===== config.mk =====
export PLATFORM = sky130hd
export DESIGN_NAME = touch_event_recal_config
export DESIGN_NICKNAME = d
export VERILOG_FILES = /design/src/verilog/touch_event_pkg.sv /design/src/verilog/touch_event_recal_config.sv
export VERILOG_INCLUDE_DIRS = /design/src /design/src/verilog
export SDC_FILE = /design/constraint.sdc
export NUM_CORES = 1
export LEC_CHECK = 0
export BUFFER_PORTS_ARGS = -buffer_cell sky130_fd_sc_hd__buf_2
export CAP_MARGIN = 20
export CORE_ASPECT_RATIO = 1.4
export CORE_MARGIN = 1
export CORE_UTILIZATION = 37
export CTS_BUF_LIST = sky130_fd_sc_hd__clkbuf_2 sky130_fd_sc_hd__clkbuf_4 sky130_fd_sc_hd__clkbuf_8
export DETAILED_ROUTE_END_ITERATION = 6
export PLACE_DENSITY = 0.67
export RECOVER_POWER = 100
export SLEW_MARGIN = 0
export SYNTH_ARGS = -nofsm -noshare
export SYNTH_HDL_FRONTEND = slang
export SYNTH_SLANG_ARGS = --single-unit

===== constraint.sdc =====
create_clock -name clk_in -period 27.2 [get_ports clk_in]
set_input_delay 2.72 -clock clk_in [delete_from_list [all_inputs] [get_ports clk_in]]
set_output_delay 2.72 -clock clk_in [all_outputs]
set_load 0.02 [all_outputs]

===== src/verilog/touch_event_defs.svh =====
`ifndef TOUCH_EVENT_DEFS_SVH
`define TOUCH_EVENT_DEFS_SVH

// ----------------------------------------------------------------------------
// Register indices (byte address is four times the index)
// ----------------------------------------------------------------------------
`define IDX_INT_ENABLE     8'h27
`define IDX_REPEAT_ENABLE  8'h28
`define IDX_MULTI_TOUCH    8'h2A
`define IDX_RECAL_CONFIG   8'h2F
`define IDX_THRESHOLD_1    8'h30
`define IDX_THRESHOLD_8    8'h37
`define IDX_EVENT_PENDING  8'h10
`define IDX_MULTI_STATUS   8'h11
`define IDX_ACCEPTED       8'h12

// ----------------------------------------------------------------------------
// Reset values
// ----------------------------------------------------------------------------
`define RST_INT_ENABLE     8'hFF
`define RST_REPEAT_ENABLE  8'hFF
`define RST_MULTI_TOUCH    8'h80
`define RST_RECAL_CONFIG   8'h8B
`define RST_THRESHOLD      7'h40

// ----------------------------------------------------------------------------
// Field positions
// ----------------------------------------------------------------------------
`define BIT_BLOCK_ENABLE   7
`define LIM_MSB            3
`define LIM_LSB            2
`define BIT_LOAD_ALL       7
`define NEG_MSB            4
`define NEG_LSB            3
`define CAL_MSB            2
`define CAL_LSB            0

// ----------------------------------------------------------------------------
// Counts in sensor polling periods
// ----------------------------------------------------------------------------
`define NEG_COUNT_8        6'd8
`define NEG_COUNT_16       6'd16
`define NEG_COUNT_32       6'd32
`define CAL_SAMPLES_256    13'd256
`define CAL_UPD_1024       13'd1024
`define CAL_UPD_2048       13'd2048
`define CAL_UPD_4096       13'd4096
`define CAL_UPD_7936       13'd7936

`endif


===== src/verilog/touch_event_pkg.sv =====
package touch_event_pkg;

  // --------------------------------------------------------------------------
  // AXI4-Lite carriers
  // --------------------------------------------------------------------------
  typedef struct packed {
    logic        awvalid;
    logic [7:0]  awaddr;
    logic        wvalid;
    logic [31:0] wdata;
    logic [3:0]  wstrb;
    logic        bready;
    logic        arvalid;
    logic [7:0]  araddr;
    logic        rready;
  } axil_req_type;

  typedef struct packed {
    logic        awready;
    logic        wready;
    logic        bvalid;
    logic [1:0]  bresp;
    logic        arready;
    logic        rvalid;
    logic [31:0] rdata;
    logic [1:0]  rresp;
  } axil_rsp_type;

endpackage


===== src/verilog/touch_event_recal_config.sv =====
`timescale 1ns/1ps
`include "touch_event_defs.svh"
// Behaviour
// - Per-input interrupt enable bits, all set at reset, gate touch and release events.
// - Cleared enable bit means touches on that input never assert the interrupt.
// - Per-input repeat enable bits, all set at reset.
// - Repeat disabled: one event at touch, one at release, regardless of duration.
// - Repeat enabled, short touch: event at touch and event at release.
// - Repeat enabled, press-and-hold: event at touch, then at each repeat interval.
// - Repeat enabled, press-and-hold: no event when the release comes.
// - Clearing the block enable bit reports every simultaneous touch.
// - Blocking on: accept touches up to the limit, block any beyond.
// - Accepted inputs are remembered; others stay blocked until those release.
// - Limit field decodes to one through four touches; exceeding flags a multi-touch event.
// - Load-all bit set: writing threshold one writes all eight thresholds.
// - Load-all bit clear: each threshold changes only by its own write.
// - Thresholds two through eight are always individually writable.
// - Negative delta trigger count field: 8, 16, 32 or disabled.
// - Calibration field selects recalibration samples and update time.
// - The calibration selection is shared by all inputs.
// - Update time counts polling periods; baseline loads after it elapses.
// - Update time longer than the samples: the sample window closes after the samples; the baseline then waits until the update time elapses.
module touch_event_recal_config #(
  parameter int NEG_CNT_W = 6
) (
  // Clock, reset, enable
  input  wire logic                          clk_in,
  input  wire logic                          sys_rst_in,
  input  wire logic                          ce_in,
  // Register bus
  input  wire touch_event_pkg::axil_req_type axil_req_in,
  output touch_event_pkg::axil_rsp_type      axil_rsp_out,
  // Sensing front end
  input  wire logic [7:0]                    touch_raw_in,
  input  wire logic [7:0]                    press_hold_in,
  input  wire logic                          repeat_tick_in,
  input  wire logic                          poll_tick_in,
  input  wire logic [7:0]                    negative_delta_in,
  // Results
  output logic                               irq_out,
  output logic [7:0]                         recal_req_out,
  output logic                               sample_window_out,
  output logic                               baseline_load_out,
  output logic [55:0]                        thresholds_out
);

  // --------------------------------------------------------------------------
  // State
  // --------------------------------------------------------------------------
  typedef struct packed {
    logic [7:0]                  input_irq_enable;
    logic [7:0]                  input_repeat_enable;
    logic [7:0]                  multi_cfg;
    logic [7:0]                  recal_cfg;
    logic [7:0][6:0]             thr;
    logic [7:0]                  accepted;
    logic [7:0]                  held;
    logic [7:0]                  pending;
    logic                        multi_flag;
    logic [7:0][NEG_CNT_W-1:0]   neg_cnt;
    logic [7:0]                  recal_req;
    logic [12:0]                 poll_cnt;
    logic                        baseline_load;
    logic                        aw_held;
    logic [7:0]                  aw_addr;
    logic                        w_held;
    logic [31:0]                 w_data;
    logic [3:0]                  w_strb;
    logic                        bvalid;
    logic [1:0]                  bresp;
    logic                        rvalid;
    logic [31:0]                 rdata;
    logic [1:0]                  rresp;
  } state_type;

  state_type s_q;
  state_type s_d;

  if (NEG_CNT_W < 6) begin : g_bad_width
    $error("NEG_CNT_W must hold a count of 32");
  end

  function automatic logic [3:0] popcount(input logic [7:0] v);
    logic [3:0] n;
    n = 4'h0;
    for (int k = 0; k < 8; k++) begin
      n = n + {3'h0, v[k]};
    end
    return n;
  endfunction

  // --------------------------------------------------------------------------
  // Decodes
  // --------------------------------------------------------------------------
  logic                 blk_en;
  logic [3:0]           touch_limit;
  logic                 load_all;
  logic [NEG_CNT_W-1:0] neg_target;
  logic                 neg_off;
  logic [12:0]          cal_samples;
  logic [12:0]          cal_update;

  always_comb begin
    blk_en      = s_q.multi_cfg[`BIT_BLOCK_ENABLE];
    touch_limit = {2'h0, s_q.multi_cfg[`LIM_MSB:`LIM_LSB]} + 4'h1;
    load_all    = s_q.recal_cfg[`BIT_LOAD_ALL];
    neg_off     = 1'b0;
    unique case (s_q.recal_cfg[`NEG_MSB:`NEG_LSB])
      2'h0: neg_target = NEG_CNT_W'(`NEG_COUNT_8);
      2'h1: neg_target = NEG_CNT_W'(`NEG_COUNT_16);
      2'h2: neg_target = NEG_CNT_W'(`NEG_COUNT_32);
      2'h3: begin
        neg_target = NEG_CNT_W'(`NEG_COUNT_32);
        neg_off    = 1'b1;
      end
    endcase
    cal_samples = `CAL_SAMPLES_256;
    unique case (s_q.recal_cfg[`CAL_MSB:`CAL_LSB])
      3'h0: begin
        cal_samples = 13'd16;
        cal_update  = 13'd16;
      end
      3'h1: begin
        cal_samples = 13'd32;
        cal_update  = 13'd32;
      end
      3'h2: begin
        cal_samples = 13'd64;
        cal_update  = 13'd64;
      end
      3'h3: cal_update = `CAL_SAMPLES_256;
      3'h4: cal_update = `CAL_UPD_1024;
      3'h5: cal_update = `CAL_UPD_2048;
      3'h6: cal_update = `CAL_UPD_4096;
      3'h7: cal_update = `CAL_UPD_7936;
    endcase
  end

  // --------------------------------------------------------------------------
  // Bus handshake
  // --------------------------------------------------------------------------
  logic       aw_fire;
  logic       w_fire;
  logic       ar_fire;
  logic       wr_go;
  logic [7:0] wr_addr;
  logic [7:0] wr_idx;
  logic [7:0] wr_byte;
  logic       wr_lane;
  logic [7:0] rd_idx;

  always_comb begin
    axil_rsp_out.awready = !s_q.aw_held && !s_q.bvalid;
    axil_rsp_out.wready  = !s_q.w_held && !s_q.bvalid;
    axil_rsp_out.arready = !s_q.rvalid;
    axil_rsp_out.bvalid  = s_q.bvalid;
    axil_rsp_out.bresp   = s_q.bresp;
    axil_rsp_out.rvalid  = s_q.rvalid;
    axil_rsp_out.rdata   = s_q.rdata;
    axil_rsp_out.rresp   = s_q.rresp;
    aw_fire = axil_req_in.awvalid && axil_rsp_out.awready;
    w_fire  = axil_req_in.wvalid && axil_rsp_out.wready;
    ar_fire = axil_req_in.arvalid && axil_rsp_out.arready;
    wr_go   = (s_q.aw_held || aw_fire) && (s_q.w_held || w_fire);
    wr_addr = s_q.aw_held ? s_q.aw_addr : axil_req_in.awaddr;
    wr_byte = s_q.w_held ? s_q.w_data[7:0] : axil_req_in.wdata[7:0];
    wr_lane = s_q.w_held ? s_q.w_strb[0] : axil_req_in.wstrb[0];
    wr_idx  = {2'h0, wr_addr[7:2]};
    rd_idx  = {2'h0, axil_req_in.araddr[7:2]};
  end

  // --------------------------------------------------------------------------
  // Next state
  // --------------------------------------------------------------------------
  logic [7:0] accept_d;
  logic [7:0] ev_set;
  logic [7:0] w1c_pend;
  logic       w1c_multi;
  logic       wr_ok;
  logic       rd_ok;
  logic [7:0] rd_byte;
  logic [3:0] n_acc;

  always_comb begin
    s_d       = s_q;
    accept_d  = 8'h00;
    ev_set    = 8'h00;
    w1c_pend  = 8'h00;
    w1c_multi = 1'b0;
    wr_ok     = 1'b0;
    rd_ok     = 1'b1;
    rd_byte   = 8'h00;
    n_acc     = 4'h0;

    // Touch acceptance: accepted inputs persist, newcomers fill free slots.
    for (int i = 0; i < 8; i++) begin
      accept_d[i] = touch_raw_in[i] && s_q.accepted[i];
    end
    n_acc = popcount(accept_d);
    for (int i = 0; i < 8; i++) begin
      if (touch_raw_in[i] && !accept_d[i] && (!blk_en || n_acc < touch_limit)) begin
        accept_d[i] = 1'b1;
        n_acc       = n_acc + 4'h1;
      end
    end
    s_d.accepted = accept_d;
    if (blk_en && popcount(touch_raw_in) > touch_limit) begin
      s_d.multi_flag = 1'b1;
    end

    // Event generation per input.
    for (int i = 0; i < 8; i++) begin
      if (accept_d[i] && !s_q.accepted[i]) begin
        ev_set[i] = 1'b1;
        s_d.held[i] = 1'b0;
      end else if (accept_d[i] && s_q.input_repeat_enable[i] && press_hold_in[i]) begin
        s_d.held[i] = 1'b1;
        ev_set[i]   = repeat_tick_in;
      end else if (!accept_d[i] && s_q.accepted[i]) begin
        ev_set[i]   = !(s_q.held[i] && s_q.input_repeat_enable[i]);
        s_d.held[i] = 1'b0;
      end
    end
    ev_set = ev_set & s_q.input_irq_enable;

    // Negative delta trigger per input.
    s_d.recal_req = 8'h00;
    if (poll_tick_in) begin
      for (int i = 0; i < 8; i++) begin
        if (!negative_delta_in[i] || neg_off) begin
          s_d.neg_cnt[i] = '0;
        end else if (s_q.neg_cnt[i] + 1'b1 >= neg_target) begin
          s_d.neg_cnt[i]   = '0;
          s_d.recal_req[i] = 1'b1;
        end else begin
          s_d.neg_cnt[i] = s_q.neg_cnt[i] + 1'b1;
        end
      end
    end

    // One shared update timer for all inputs; the baseline loads only at its end.
    s_d.baseline_load = 1'b0;
    if (poll_tick_in) begin
      if (s_q.poll_cnt + 13'd1 >= cal_update) begin
        s_d.poll_cnt      = 13'd0;
        s_d.baseline_load = 1'b1;
      end else begin
        s_d.poll_cnt = s_q.poll_cnt + 13'd1;
      end
    end

    // Write channel.
    if (aw_fire) begin
      s_d.aw_held = 1'b1;
      s_d.aw_addr = axil_req_in.awaddr;
    end
    if (w_fire) begin
      s_d.w_held = 1'b1;
      s_d.w_data = axil_req_in.wdata;
      s_d.w_strb = axil_req_in.wstrb;
    end
    if (wr_go) begin
      s_d.aw_held = 1'b0;
      s_d.w_held  = 1'b0;
      s_d.bvalid  = 1'b1;
      wr_ok       = 1'b1;
      unique case (wr_idx)
        `IDX_INT_ENABLE: begin
          if (wr_lane) s_d.input_irq_enable = wr_byte;
        end
        `IDX_REPEAT_ENABLE: begin
          if (wr_lane) s_d.input_repeat_enable = wr_byte;
        end
        `IDX_MULTI_TOUCH: begin
          if (wr_lane) s_d.multi_cfg = wr_byte & 8'h8C;
        end
        `IDX_RECAL_CONFIG: begin
          if (wr_lane) s_d.recal_cfg = wr_byte & 8'h9F;
        end
        `IDX_EVENT_PENDING: begin
          if (wr_lane) w1c_pend = wr_byte;
        end
        `IDX_MULTI_STATUS: begin
          w1c_multi = wr_lane && wr_byte[0];
        end
        `IDX_ACCEPTED: begin
        end
        default: begin
          if (wr_idx >= `IDX_THRESHOLD_1 && wr_idx <= `IDX_THRESHOLD_8) begin
            if (wr_lane) begin
              if (wr_idx == `IDX_THRESHOLD_1 && load_all) begin
                for (int i = 0; i < 8; i++) s_d.thr[i] = wr_byte[6:0];
              end else begin
                s_d.thr[wr_idx[2:0]] = wr_byte[6:0];
              end
            end
          end else begin
            wr_ok = 1'b0;
          end
        end
      endcase
      s_d.bresp = wr_ok ? 2'h0 : 2'h3;
    end else if (s_q.bvalid && axil_req_in.bready) begin
      s_d.bvalid = 1'b0;
    end

    // Sticky flags: a new event wins over a clear in the same cycle.
    s_d.pending = (s_q.pending & ~w1c_pend) | ev_set;
    if (w1c_multi && !(blk_en && popcount(touch_raw_in) > touch_limit)) begin
      s_d.multi_flag = 1'b0;
    end

    // Read channel.
    if (ar_fire) begin
      unique case (rd_idx)
        `IDX_INT_ENABLE:    rd_byte = s_q.input_irq_enable;
        `IDX_REPEAT_ENABLE: rd_byte = s_q.input_repeat_enable;
        `IDX_MULTI_TOUCH:   rd_byte = s_q.multi_cfg;
        `IDX_RECAL_CONFIG:  rd_byte = s_q.recal_cfg;
        `IDX_EVENT_PENDING: rd_byte = s_q.pending;
        `IDX_MULTI_STATUS:  rd_byte = {7'h00, s_q.multi_flag};
        `IDX_ACCEPTED:      rd_byte = s_q.accepted;
        default: begin
          if (rd_idx >= `IDX_THRESHOLD_1 && rd_idx <= `IDX_THRESHOLD_8) begin
            rd_byte = {1'b0, s_q.thr[rd_idx[2:0]]};
          end else begin
            rd_ok = 1'b0;
          end
        end
      endcase
      s_d.rvalid = 1'b1;
      s_d.rdata  = {24'h000000, rd_byte};
      s_d.rresp  = rd_ok ? 2'h0 : 2'h3;
    end else if (s_q.rvalid && axil_req_in.rready) begin
      s_d.rvalid = 1'b0;
    end
  end

  // --------------------------------------------------------------------------
  // Registers
  // --------------------------------------------------------------------------
  always_ff @(posedge clk_in) begin
    if (sys_rst_in) begin
      s_q                     <= '0;
      s_q.input_irq_enable    <= `RST_INT_ENABLE;
      s_q.input_repeat_enable <= `RST_REPEAT_ENABLE;
      s_q.multi_cfg           <= `RST_MULTI_TOUCH;
      s_q.recal_cfg           <= `RST_RECAL_CONFIG;
      for (int i = 0; i < 8; i++) s_q.thr[i] <= `RST_THRESHOLD;
    end else if (ce_in) begin
      s_q <= s_d;
    end
  end

  always_comb begin
    irq_out           = |s_q.pending;
    recal_req_out     = s_q.recal_req;
    baseline_load_out = s_q.baseline_load;
    sample_window_out = s_q.poll_cnt < cal_samples;
    thresholds_out    = s_q.thr;
  end

  // --------------------------------------------------------------------------
  // Assertions
  // --------------------------------------------------------------------------
  property p_irq_or;
    @(posedge clk_in) disable iff (sys_rst_in)
      $rose(irq_out) |-> $past(ce_in && (ev_set != 8'h00));
  endproperty
  a_irq_or: assert property (p_irq_or) else $error("irq rose without an event");

  property p_touch_irq;
    @(posedge clk_in) disable iff (sys_rst_in)
      (ce_in && (ev_set != 8'h00)) |=> irq_out;
  endproperty
  a_touch_irq: assert property (p_touch_irq) else $error("enabled event did not raise irq");

  property p_masked;
    @(posedge clk_in) disable iff (sys_rst_in)
      ce_in |=> ((s_q.pending & ~$past(s_q.pending) & ~$past(s_q.input_irq_enable)) == 8'h00);
  endproperty
  a_masked: assert property (p_masked) else $error("masked input set pending");

  property p_no_hold_release;
    @(posedge clk_in) disable iff (sys_rst_in)
      (ce_in && touch_raw_in == 8'h00 && s_q.accepted == s_q.held
       && s_q.input_repeat_enable == 8'hFF && s_q.pending == 8'h00) |=> !irq_out;
  endproperty
  a_no_hold_release: assert property (p_no_hold_release) else $error("held release raised irq");

  property p_limit;
    @(posedge clk_in) disable iff (sys_rst_in)
      (blk_en && $stable(s_q.multi_cfg) && $past(popcount(s_q.accepted)) <= touch_limit)
      |-> popcount(s_q.accepted) <= touch_limit;
  endproperty
  a_limit: assert property (p_limit) else $error("accepted touches exceed limit");

  property p_load_all;
    @(posedge clk_in) disable iff (sys_rst_in)
      (ce_in && wr_go && wr_lane && wr_idx == `IDX_THRESHOLD_1 && load_all)
      |=> s_q.thr[7] == $past(wr_byte[6:0]);
  endproperty
  a_load_all: assert property (p_load_all) else $error("load-all missed threshold 8");

  property p_single;
    @(posedge clk_in) disable iff (sys_rst_in)
      (ce_in && wr_go && wr_idx == `IDX_THRESHOLD_1 && !load_all)
      |=> s_q.thr[1] == $past(s_q.thr[1]);
  endproperty
  a_single: assert property (p_single) else $error("threshold 2 changed by other write");

  property p_neg_bound;
    @(posedge clk_in) disable iff (sys_rst_in) s_q.neg_cnt[0] < NEG_CNT_W'(`NEG_COUNT_32);
  endproperty
  a_neg_bound: assert property (p_neg_bound) else $error("negative delta count overran");

  property p_load_tick;
    @(posedge clk_in) disable iff (sys_rst_in)
      baseline_load_out |-> $past(poll_tick_in) && s_q.poll_cnt == 13'd0;
  endproperty
  a_load_tick: assert property (p_load_tick) else $error("baseline load without timer end");

  property p_bhold;
    @(posedge clk_in) disable iff (sys_rst_in)
      (s_q.bvalid && !axil_req_in.bready) |=> s_q.bvalid;
  endproperty
  a_bhold: assert property (p_bhold) else $error("bvalid dropped early");

  c_write: cover property (@(posedge clk_in) wr_go);
  c_read: cover property (@(posedge clk_in) ar_fire);
  c_repeat: cover property (@(posedge clk_in) ev_set != 8'h00 && repeat_tick_in && s_q.held != 8'h00);
  c_multi: cover property (@(posedge clk_in) s_q.multi_flag);

endmodule

==> impl_metrics.toml, run 1 <==
[outcome]
run_status = "complete, but fails checks"
failed_checks = "capacitance limit, slew limit"

[sta]
layout_min_cycle_time_ps = 20510
postLayoutSetupSlackWorst_ps = 6690
final-hold-violation-count = 0
max_freq_mhz = 48.8
max-slew-margin-rel_pct = -95.7
final_cycle_utilization_of_the_critical_path_pct = 75.4
max_slew.worst_pin.slew_ps = 2940
final_sum_of_negative_setup_slack_ps = 0
timing_max_transition_violations_final = 114
setup_viol_count_final = 0
clock_skew_ps = 54.0
rsz0062_at_grt = "false"
finalHoldWorstSlack_ps = 457

[clocking]
postCtsResizedCells = 0
cts.sinks = 205
holdBufCountCts = 0
root_buffer = "clkbuf_8"
cts_h_tree_lvls = 2
cts_buf_count = 36
max-clock-path-buffers = 3
cts.reportedPaths.clkPinSlew_ps = 60
clock_tree_from_tritoncts = "yes"
cts_setup_buffers = 0
insertion_delay_ps = 550

[die]
chip_width_um = 163
core_mm2 = 0.0357
initial_core_util_pct = 37.6
die-height_um = 227
placement_rows = 82
die_area_mm2 = 0.0370
ios = 194

[route]
routed_wire_length_per_instance_um = 17.1
detail-route-antenna-nets = 0
num_vias = 12000
detail_route.drc_violations = 0
routed_wl_mm = 37.0
drt_iter0_markers = 919
avgViaCountPerCell = 5.53
drt_pre_antenna_iters = 5

[logic_synthesis]
synth_cells = 1643
synthSimpleGateAreaFrac_pct = 18.7
yosys-top-cells-count = "nor2_1 (233), dfxtp_1 (205), nand2_1 (150), a21oi_1 (117), buf_4 (102)"
synth-seq-cells = 205
synth_enable_flop_cells = 0
synth_most_common_cell = "nor2_1"
post_synth.cell_area_avg_um2 = 8.16
synth.area.mux_share_pct = 6.73
synth-compound-area-share_pct = 21.1
synth-warning-count = 0
yosys.area.top_type = "dfxtp_1"
synth-xor-area-share_pct = 4.55
synth_async_reset_ratio_pct = 0
yosysTopAreaCellShare_pct = 30.6
yosys-top-cells-area = "dfxtp_1 (31%), ha_1 (7.9%), nor2_1 (6.5%)"
synth_top_family_by_area = "compound AO/OA/AOI/OAI gates"
synth_cell_area_mm2 = 0.0134
postSynth.topFlopCell = "dfxtp_1"
synth_sequential_area_ratio_pct = 30.6
synth_fa_ha_area_share_pct = 9.13
synth_cell_types = 86

[placement]
io_buffer_count = 138
dp_hpwl_mm = 26.8
place.gp.congestion = 0.902
pre_cts_ws_ps = 8030
dpl_cell_area_mm2 = 0.0138
dp_cells = 2098

[power]
p_comb_share_pct = 72.6
pwr_dens_mw_per_mm2 = 159
cellInternalPower_mw = 1.16
vdd_drop_max_uv = 491
switching_share_pct = 49.7
p_leak_nw = 6.03
power_mw = 2.30
clock_group_share_of_total_power_pct = 13.1
switching_power_mw = 1.14
sequential_fraction_of_design_power_pct = 14.3

[critical_path]
worst-endpoint-arrival_ps = 20960
timing.critical_path.max_delay_family = "compound AO/OA/AOI/OAI gates"
max_stage_delay_ps = 830
crit_path_max_fanout = 10
number_of_logic_stages_on_the_critical_path_including_buffering = 61
r2r_end = "s_q[178]$_SDFFE_PP0P_"
end_kind = "register"
critPathLaunchType = "primary input"
critical-path-top-cell-by-count = "ha_1"
cp.required_ps = 27660
regToRegStartpoint = "s_q[171]$_SDFFE_PP0P_"
critical_path_launch_point = "touch_raw_in[0]"
critPathCapture = "s_q[178]$_SDFFE_PP0P_"
rr_worst_depth = 60
crit_type = "in -> reg"
r2r_setup_slack_ps = 8800
highest_delay_cell_along_the_critical_path = "o21ai_0"
worstPathBufferInverterCount = 2

[global_routing]
globalRouteOverflowTotal = 0
number_of_antenna_violations_at_the_first_check_in_global_routing = 8
vias_in_the_first_global_route = 11300
gr-usage-all-layers_pct = 19.4
grt_max_degree = 101
global_route_wire_length_before_repair_mm = 58.1

[flow_run]
cap_viol_max_count = 2

[cells_and_area]
final_layout_size_suffix_gt1_share_pct = 9.82
nNetsFinal = 1854
final_util_pct = 40.4
area.growth.synth_to_final_pct = 7.48
post-route-cell-area_mm2 = 0.0144
finalNonFillerCells = 2167

[hold_path]
hold_path_class = "reg -> reg"
worst reg2reg max path: cells and delay by family (launching register included):
kind / cells / cell delay, ps
compound gates: 26 / 7640
fa+ha+maj: 13 / 4270
mux: 6 / 2280
buf+inv: 1 / 40
flops: 1 / 470
simple gates: 11 / 2540
xor+xnor: 3 / 1110
state kept, by name, indices dropped and copies added (netlist names):
register	cells
baseline_load_out	1
recal_req_out	8
s_q	126
blk_en	1
load_all	1
thresholds_out	56
axil_rsp_out	12
how the worst min path moves through the flow:
stage                              start              endpoint  slack (ps)  cells past startpoint
floorplan           s_q[43]$_SDFFE_PP0P_  s_q[43]$_SDFFE_PP0P_         440                      2
global placement    s_q[49]$_SDFFE_PP0P_  s_q[49]$_SDFFE_PP0P_         440                      2
detailed placement  s_q[38]$_SDFFE_PP0P_  s_q[38]$_SDFFE_PP0P_         450                      2
CTS                 s_q[38]$_SDFFE_PP0P_  s_q[38]$_SDFFE_PP0P_         460                      2
global route        s_q[43]$_SDFFE_PP0P_  s_q[43]$_SDFFE_PP0P_         480                      2
finish              s_q[47]$_SDFFE_PP0P_  s_q[47]$_SDFFE_PP0P_         460                      2
layout make-up:
cell class                      instances  area, um2
Inverter                               37        139
Multi-Input combinational cell       1236       8100
Sequential cell                       205       4100
Clock inverter                          4       35.0
Tap cell                              462        578
Fill cell                            3684      21300
Clock buffer                           59        737
Antenna cell                            5       12.5
Timing Repair Buffer                  159        711
layer usage:
metal,wire [um],GRT usage [%]
met5,46,0
met4,1380,8.47
met3,1930,3.22
met2,18500,34.5
met1,15200,22.8
cells in the final DEF (no fill, tap or decap), types with 28 or more instances in the layout:
master / count
dfxtp_1: 205
a21oi_1: 118
nand2_1: 150
ha_1: 85
xor2_1: 39
a21o_1: 29
o21ai_0: 82
a22oi_1: 32
o211ai_1: 38
clkbuf_8: 47
nand3_1: 50
mux2i_1: 44
clkbuf_1: 94
xnor2_1: 28
buf_2: 52
nor2_1: 233
inv_1: 34
cell families (layout without fill, tap and decap cells):
family | after synthesis | after routing
simple gates | 560 | 560
compound gates | 420 | 420
buf+inv | 225 | 259
flops | 205 | 205
fa+ha+maj | 93 | 93
mux | 71 | 71
xor+xnor | 68 | 68
other cells | 1 | 29
power groups by stage:
| stage | clock network [mW] | logic, mW | registers (mW) |
|---|---|---|---|
| 5_1_grt | 0.321 | 1.84 | 0.330 |
| 4_1_cts | 0.308 | 1.73 | 0.329 |
| 3_3_place_gp | 0 | 1.66 | 0.334 |
| 2_1_floorplan | 0 | 1.38 | 0.328 |
| 6_report | 0.301 | 1.67 | 0.329 |
| 3_5_place_dp | 0 | 1.72 | 0.335 |
(Power assumes the default switching activity.)
==> run 2, diff against run 1 <==
==> constraint.sdc (replaced) <==
create_clock -name clk_in -period 18.9 [get_ports clk_in]
set_input_delay 1.89 -clock clk_in [delete_from_list [all_inputs] [get_ports clk_in]]
set_output_delay 1.89 -clock clk_in [all_outputs]
set_load 0.02 [all_outputs]
==> impl_metrics.toml, run 2 (synthesized netlist as in run 1, its figures left out) <==
[global_routing]
vias_in_the_first_global_route = 11300
gr-usage-all-layers_pct = 19.5
grt_max_degree = 89
number_of_antenna_violations_at_the_first_check_in_global_routing = 8
globalRouteOverflowTotal = 0
global_route_wire_length_before_repair_mm = 58.2

[sta]
final-hold-violation-count = 0
clock_skew_ps = 24.7
final_sum_of_negative_setup_slack_ps = 0
max_slew.worst_pin.slew_ps = 2980
setup_viol_count_final = 0
final_cycle_utilization_of_the_critical_path_pct = 94.3
rsz0062_at_grt = "false"
max_freq_mhz = 56.1
max-slew-margin-rel_pct = -98.6
layout_min_cycle_time_ps = 17830
timing_max_transition_violations_final = 114

[critical_path]
crit_path_max_fanout = 10
critical-path-top-cell-by-count = "ha_1"
r2r_setup_slack_ps = 2160
regToRegStartpoint = "s_q[171]$_SDFFE_PP0P_"
crit_type = "in -> reg"
cp.required_ps = 19330
max_stage_delay_ps = 590
r2r_end = "s_q[178]$_SDFFE_PP0P_"
rr_worst_depth = 59
worst-endpoint-arrival_ps = 18260
critPathLaunchType = "primary input"
end_kind = "register"
highest_delay_cell_along_the_critical_path = "fa_1"

[die]
die_area_mm2 = 0.0370
core_mm2 = 0.0357
chip_width_um = 163
initial_core_util_pct = 37.6
die-height_um = 227
placement_rows = 82
ios = 194

[cells_and_area]
final_common_cell = "nor2_1"
most-common-layout-cells = "nor2_1 (233), dfxtp_1 (205), nand2_1 (149), a21oi_1 (117), clkbuf_1 (94)"
multi_input_comb_area_mm2 = 0.00816
nNetsFinal = 1853
fillers = 3706
max_flop_register = "s_q"
largest_reg_flops = 126
area.growth.synth_to_final_pct = 7.76
final_layout_size_suffix_gt1_share_pct = 10.2
area.sequential_mm2 = 0.00410

[outcome]
failed_checks = "DRC, capacitance limit, slew limit"
run_status = "complete, but fails checks"

[route]
detail_route.drc_violations = 1
drt_pre_antenna_iters = 7
num_vias = 12000
routed_wl_mm = 36.8
avgViaCountPerCell = 5.56
detail-route-antenna-nets = 0
drt_iter0_markers = 1000
routed_wire_length_per_instance_um = 17.0

[clocking]
postCtsResizedCells = 0
cts.reportedPaths.clkPinSlew_ps = 60
cts_setup_buffers = 0
cts.sinks = 205
holdBufCountCts = 0
clock_tree_from_tritoncts = "yes"
insertion_delay_ps = 530
max-clock-path-buffers = 3
root_buffer = "clkbuf_8"
cts_buf_count = 35
cts_h_tree_lvls = 2

[placement]
place.gp.congestion = 0.898
dp_hpwl_mm = 26.6
io_buffer_count = 138

[hold_path]
min_delay_worst_endpoint = "s_q[48]$_SDFFE_PP0P_"
hold_path_class = "reg -> reg"
worst_hold_startpoint = "s_q[48]$_SDFFE_PP0P_"
instance_count_along_the_most_critical_hold_path = 2

[flow_run]
cap_viol_max_count = 2
## run 2: changes by cell type in the layout (fill, tap and decap cells not counted), moves of 2 or more
cell      previous run  this run
clkbuf_4            12         8
mux2_1               3         1
mux2_2              10        12
o22ai_1             10         8
## run 2: how the worst max path moves through the flow
| stage | to | start | slack, ps |
|---|---|---|---|
| global placement | s_q[178]$_SDFFE_PP0P_ | touch_raw_in[0] | 890 |
| floorplan | s_q[178]$_SDFFE_PP0P_ | touch_raw_in[0] | 2800 |
| finish | s_q[178]$_SDFFE_PP0P_ | touch_raw_in[0] | 1070 |
| detailed placement | s_q[178]$_SDFFE_PP0P_ | touch_raw_in[0] | 760 |
| global route | s_q[178]$_SDFFE_PP0P_ | touch_raw_in[0] | 20 |
| CTS | s_q[178]$_SDFFE_PP0P_ | touch_raw_in[0] | 1280 |
## run 2: stage by stage
stage,utilization (%),instances,setup WS [ps],area [um2],hold WS (ps)
after CTS,40.8,2156,1280,14600,456
after global placement,38.7,2097,891,13800,442
after floorplan,-,1666,2800,13500,436
after detailed placement,38.7,2098,765,13800,447
final,40.5,2162,1070,14400,453
after global routing,40.5,2160,23.8,14400,475
## run 2: final cells by class
class	instances	share of cell area (%)
Inverter	37	0.961
Tap cell	462	4.00
Timing Repair Buffer	159	4.90
Clock buffer	54	4.80
Clock inverter	4	0.355
Antenna cell	5	0.0866
Multi-Input combinational cell	1236	56.5
Sequential cell	205	28.4
## run 2: metal layers
metal  track usage (%)  vias up  wire length (um)
met5                 0        -                44
met4              7.63        8              1320
met3              3.57      104              2150
met2              34.6      386             18200
met1              23.1     5714             15200
li1                  -     5802                 -
## run 2: worst max-delay path, delay by kind of cell
kind / cells / cell delay [ps]
AOI/OAI and AO/OA: 26 / 6400
adders and majority gates: 13 / 4210
muxes: 7 / 2680
and+or+nand+nor: 10 / 2290
xor gates and xnor gates: 2 / 530
buffers and inverters: 2 / 250
Power of run 2 is not shown: default switching activity piles up to over one toggle a cycle in this logic, so the estimate is an artifact.
==> run 3, diff against run 2 <==
--- a/config.mk
+++ b/config.mk
@@ -15,6 +15,7 @@
 export DETAILED_ROUTE_END_ITERATION = 6
 export PLACE_DENSITY = 0.67
 export RECOVER_POWER = 100
+export REMOVE_ABC_BUFFERS = 1
 export SLEW_MARGIN = 0
 export SYNTH_ARGS = -nofsm -noshare
 export SYNTH_HDL_FRONTEND = slang
==> impl_metrics.toml, run 3 (synthesized netlist as in run 1, its figures left out) <==
[outcome]
run_status = "complete, but fails checks"
failed_checks = "capacitance limit, slew limit"

[clocking]
max-clock-path-buffers = 3
insertion_delay_ps = 540
root_buffer = "clkbuf_8"
clock_tree_from_tritoncts = "yes"
cts.sinks = 205
cts.reportedPaths.clkPinSlew_ps = 60
cts_buf_count = 35
cts_h_tree_lvls = 2

[route]
num_vias = 12000
avgViaCountPerCell = 5.57
detail-route-antenna-nets = 0
routed_wire_length_per_instance_um = 17.2
drt_pre_antenna_iters = 5
drt_iter0_markers = 742
detail_route.drc_violations = 0
routed_wl_mm = 37.1

[die]
initial_core_util_pct = 37.6
chip_width_um = 163
core_mm2 = 0.0357
ios = 194
placement_rows = 82
die-height_um = 227
die_area_mm2 = 0.0370

[critical_path]
critical-path-top-cell-by-count = "ha_1"
worst-endpoint-arrival_ps = 18120
highest_delay_cell_along_the_critical_path = "fa_1"
max_stage_delay_ps = 580
cp.required_ps = 19340
end_kind = "register"
critPathLaunchType = "primary input"
crit_type = "in -> reg"
crit_path_max_fanout = 10

[cells_and_area]
max_flop_register = "s_q"
final_layout_size_suffix_gt1_share_pct = 10.0
area.growth.synth_to_final_pct = 7.58
final_common_cell = "nor2_1"
fillers = 3687
largest_reg_flops = 126
nNetsFinal = 1851
most-common-layout-cells = "nor2_1 (233), dfxtp_1 (205), nand2_1 (149), a21oi_1 (116), clkbuf_1 (94)"

[sta]
max-slew-margin-rel_pct = -101
rsz0062_at_grt = "false"
final-hold-violation-count = 0
max_slew.worst_pin.slew_ps = 3010
final_cycle_utilization_of_the_critical_path_pct = 93.6
clock_skew_ps = 18.9
layout_min_cycle_time_ps = 17680
final_sum_of_negative_setup_slack_ps = 0
max_freq_mhz = 56.5
timing_max_transition_violations_final = 114
setup_viol_count_final = 0

[global_routing]
gr-usage-all-layers_pct = 19.7
grt_max_degree = 92
vias_in_the_first_global_route = 11400
global_route_wire_length_before_repair_mm = 59.0
number_of_antenna_violations_at_the_first_check_in_global_routing = 3
globalRouteOverflowTotal = 0

[flow_run]
cap_viol_max_count = 2

[placement]
dp_hpwl_mm = 26.6
io_buffer_count = 138
place.gp.congestion = 0.881

[hold_path]
hold_path_class = "reg -> reg"
-- run 3: cell types whose count changed in the layout (fill, tap and decap cells not counted), sizes merged --
cell	before	now
clkbuf	148	149
buf	65	63
inv	37	36
diode	5	1
-- run 3: metrics by stage --
step                      area (um2)  std cells  utilization, %  hold slack (ps)  setup slack (ps)
after floorplan                12400       1478               -              430              2800
after global placement         13800       2095            38.7              441              1170
after detailed placement       13800       2097            38.7              448               820
after CTS                      14600       2155            40.8              458              1340
after global routing           14400       2155            40.4              479              87.4
final                          14400       2156            40.4              457              1220
-- run 3: final timing paths --
kind | from | end | slack, ps | cells past startpoint
worst max-delay path | touch_raw_in[0] | s_q[178]$_SDFFE_PP0P_ | 1220 | 60
worst min-delay path | s_q[38]$_SDFFE_PP0P_ | s_q[38]$_SDFFE_PP0P_ | 460 | 2
worst max register to register | s_q[171]$_SDFFE_PP0P_ | s_q[178]$_SDFFE_PP0P_ | 2300 | 59
worst min register to register | s_q[38]$_SDFFE_PP0P_ | s_q[38]$_SDFFE_PP0P_ | 460 | 2
-- run 3: timing repair --
item / CTS / global route
buffers inserted: 0 / 0
hold buffers: 0 / 0
resized for setup: 0 / 1
setup endpoints to repair: 0 / 1
endpoints found under the hold margin: 0 / 0
-- run 3: layer usage --
layer | vias up | share of wire (%) | global-route usage [%]
met5 | - | 0.062 | 0
li1 | 5795 | - | -
met3 | 84 | 6.0 | 3.83
met4 | 4 | 3.4 | 8.32
met1 | 5729 | 40 | 22.4
met2 | 397 | 51 | 35.7
-- run 3: critical path, delay by kind of cell --
kind	cells	cell delay [ps]
AO/OA/AOI/OAI	26	6250
XOR/XNOR	2	560
adder cells (fa/ha/maj)	13	4260
buffers and inverters	2	210
multiplexers	7	2630
AND/OR/NAND/NOR	10	2280
-- run 3: final cells by class --
class | instances | area [um2] | share of cell area [%]
well taps | 462 | 578 | 4.01
diodes | 1 | 2.50 | 0.0173
clock inverters | 3 | 42.5 | 0.295
flip-flops and latches | 205 | 4100 | 28.5
repair buffers | 157 | 697 | 4.83
clock buffers | 55 | 694 | 4.81
multi-input cells | 1236 | 8170 | 56.6
inverters | 37 | 139 | 0.963
Power of run 3 is left out for the same reason.
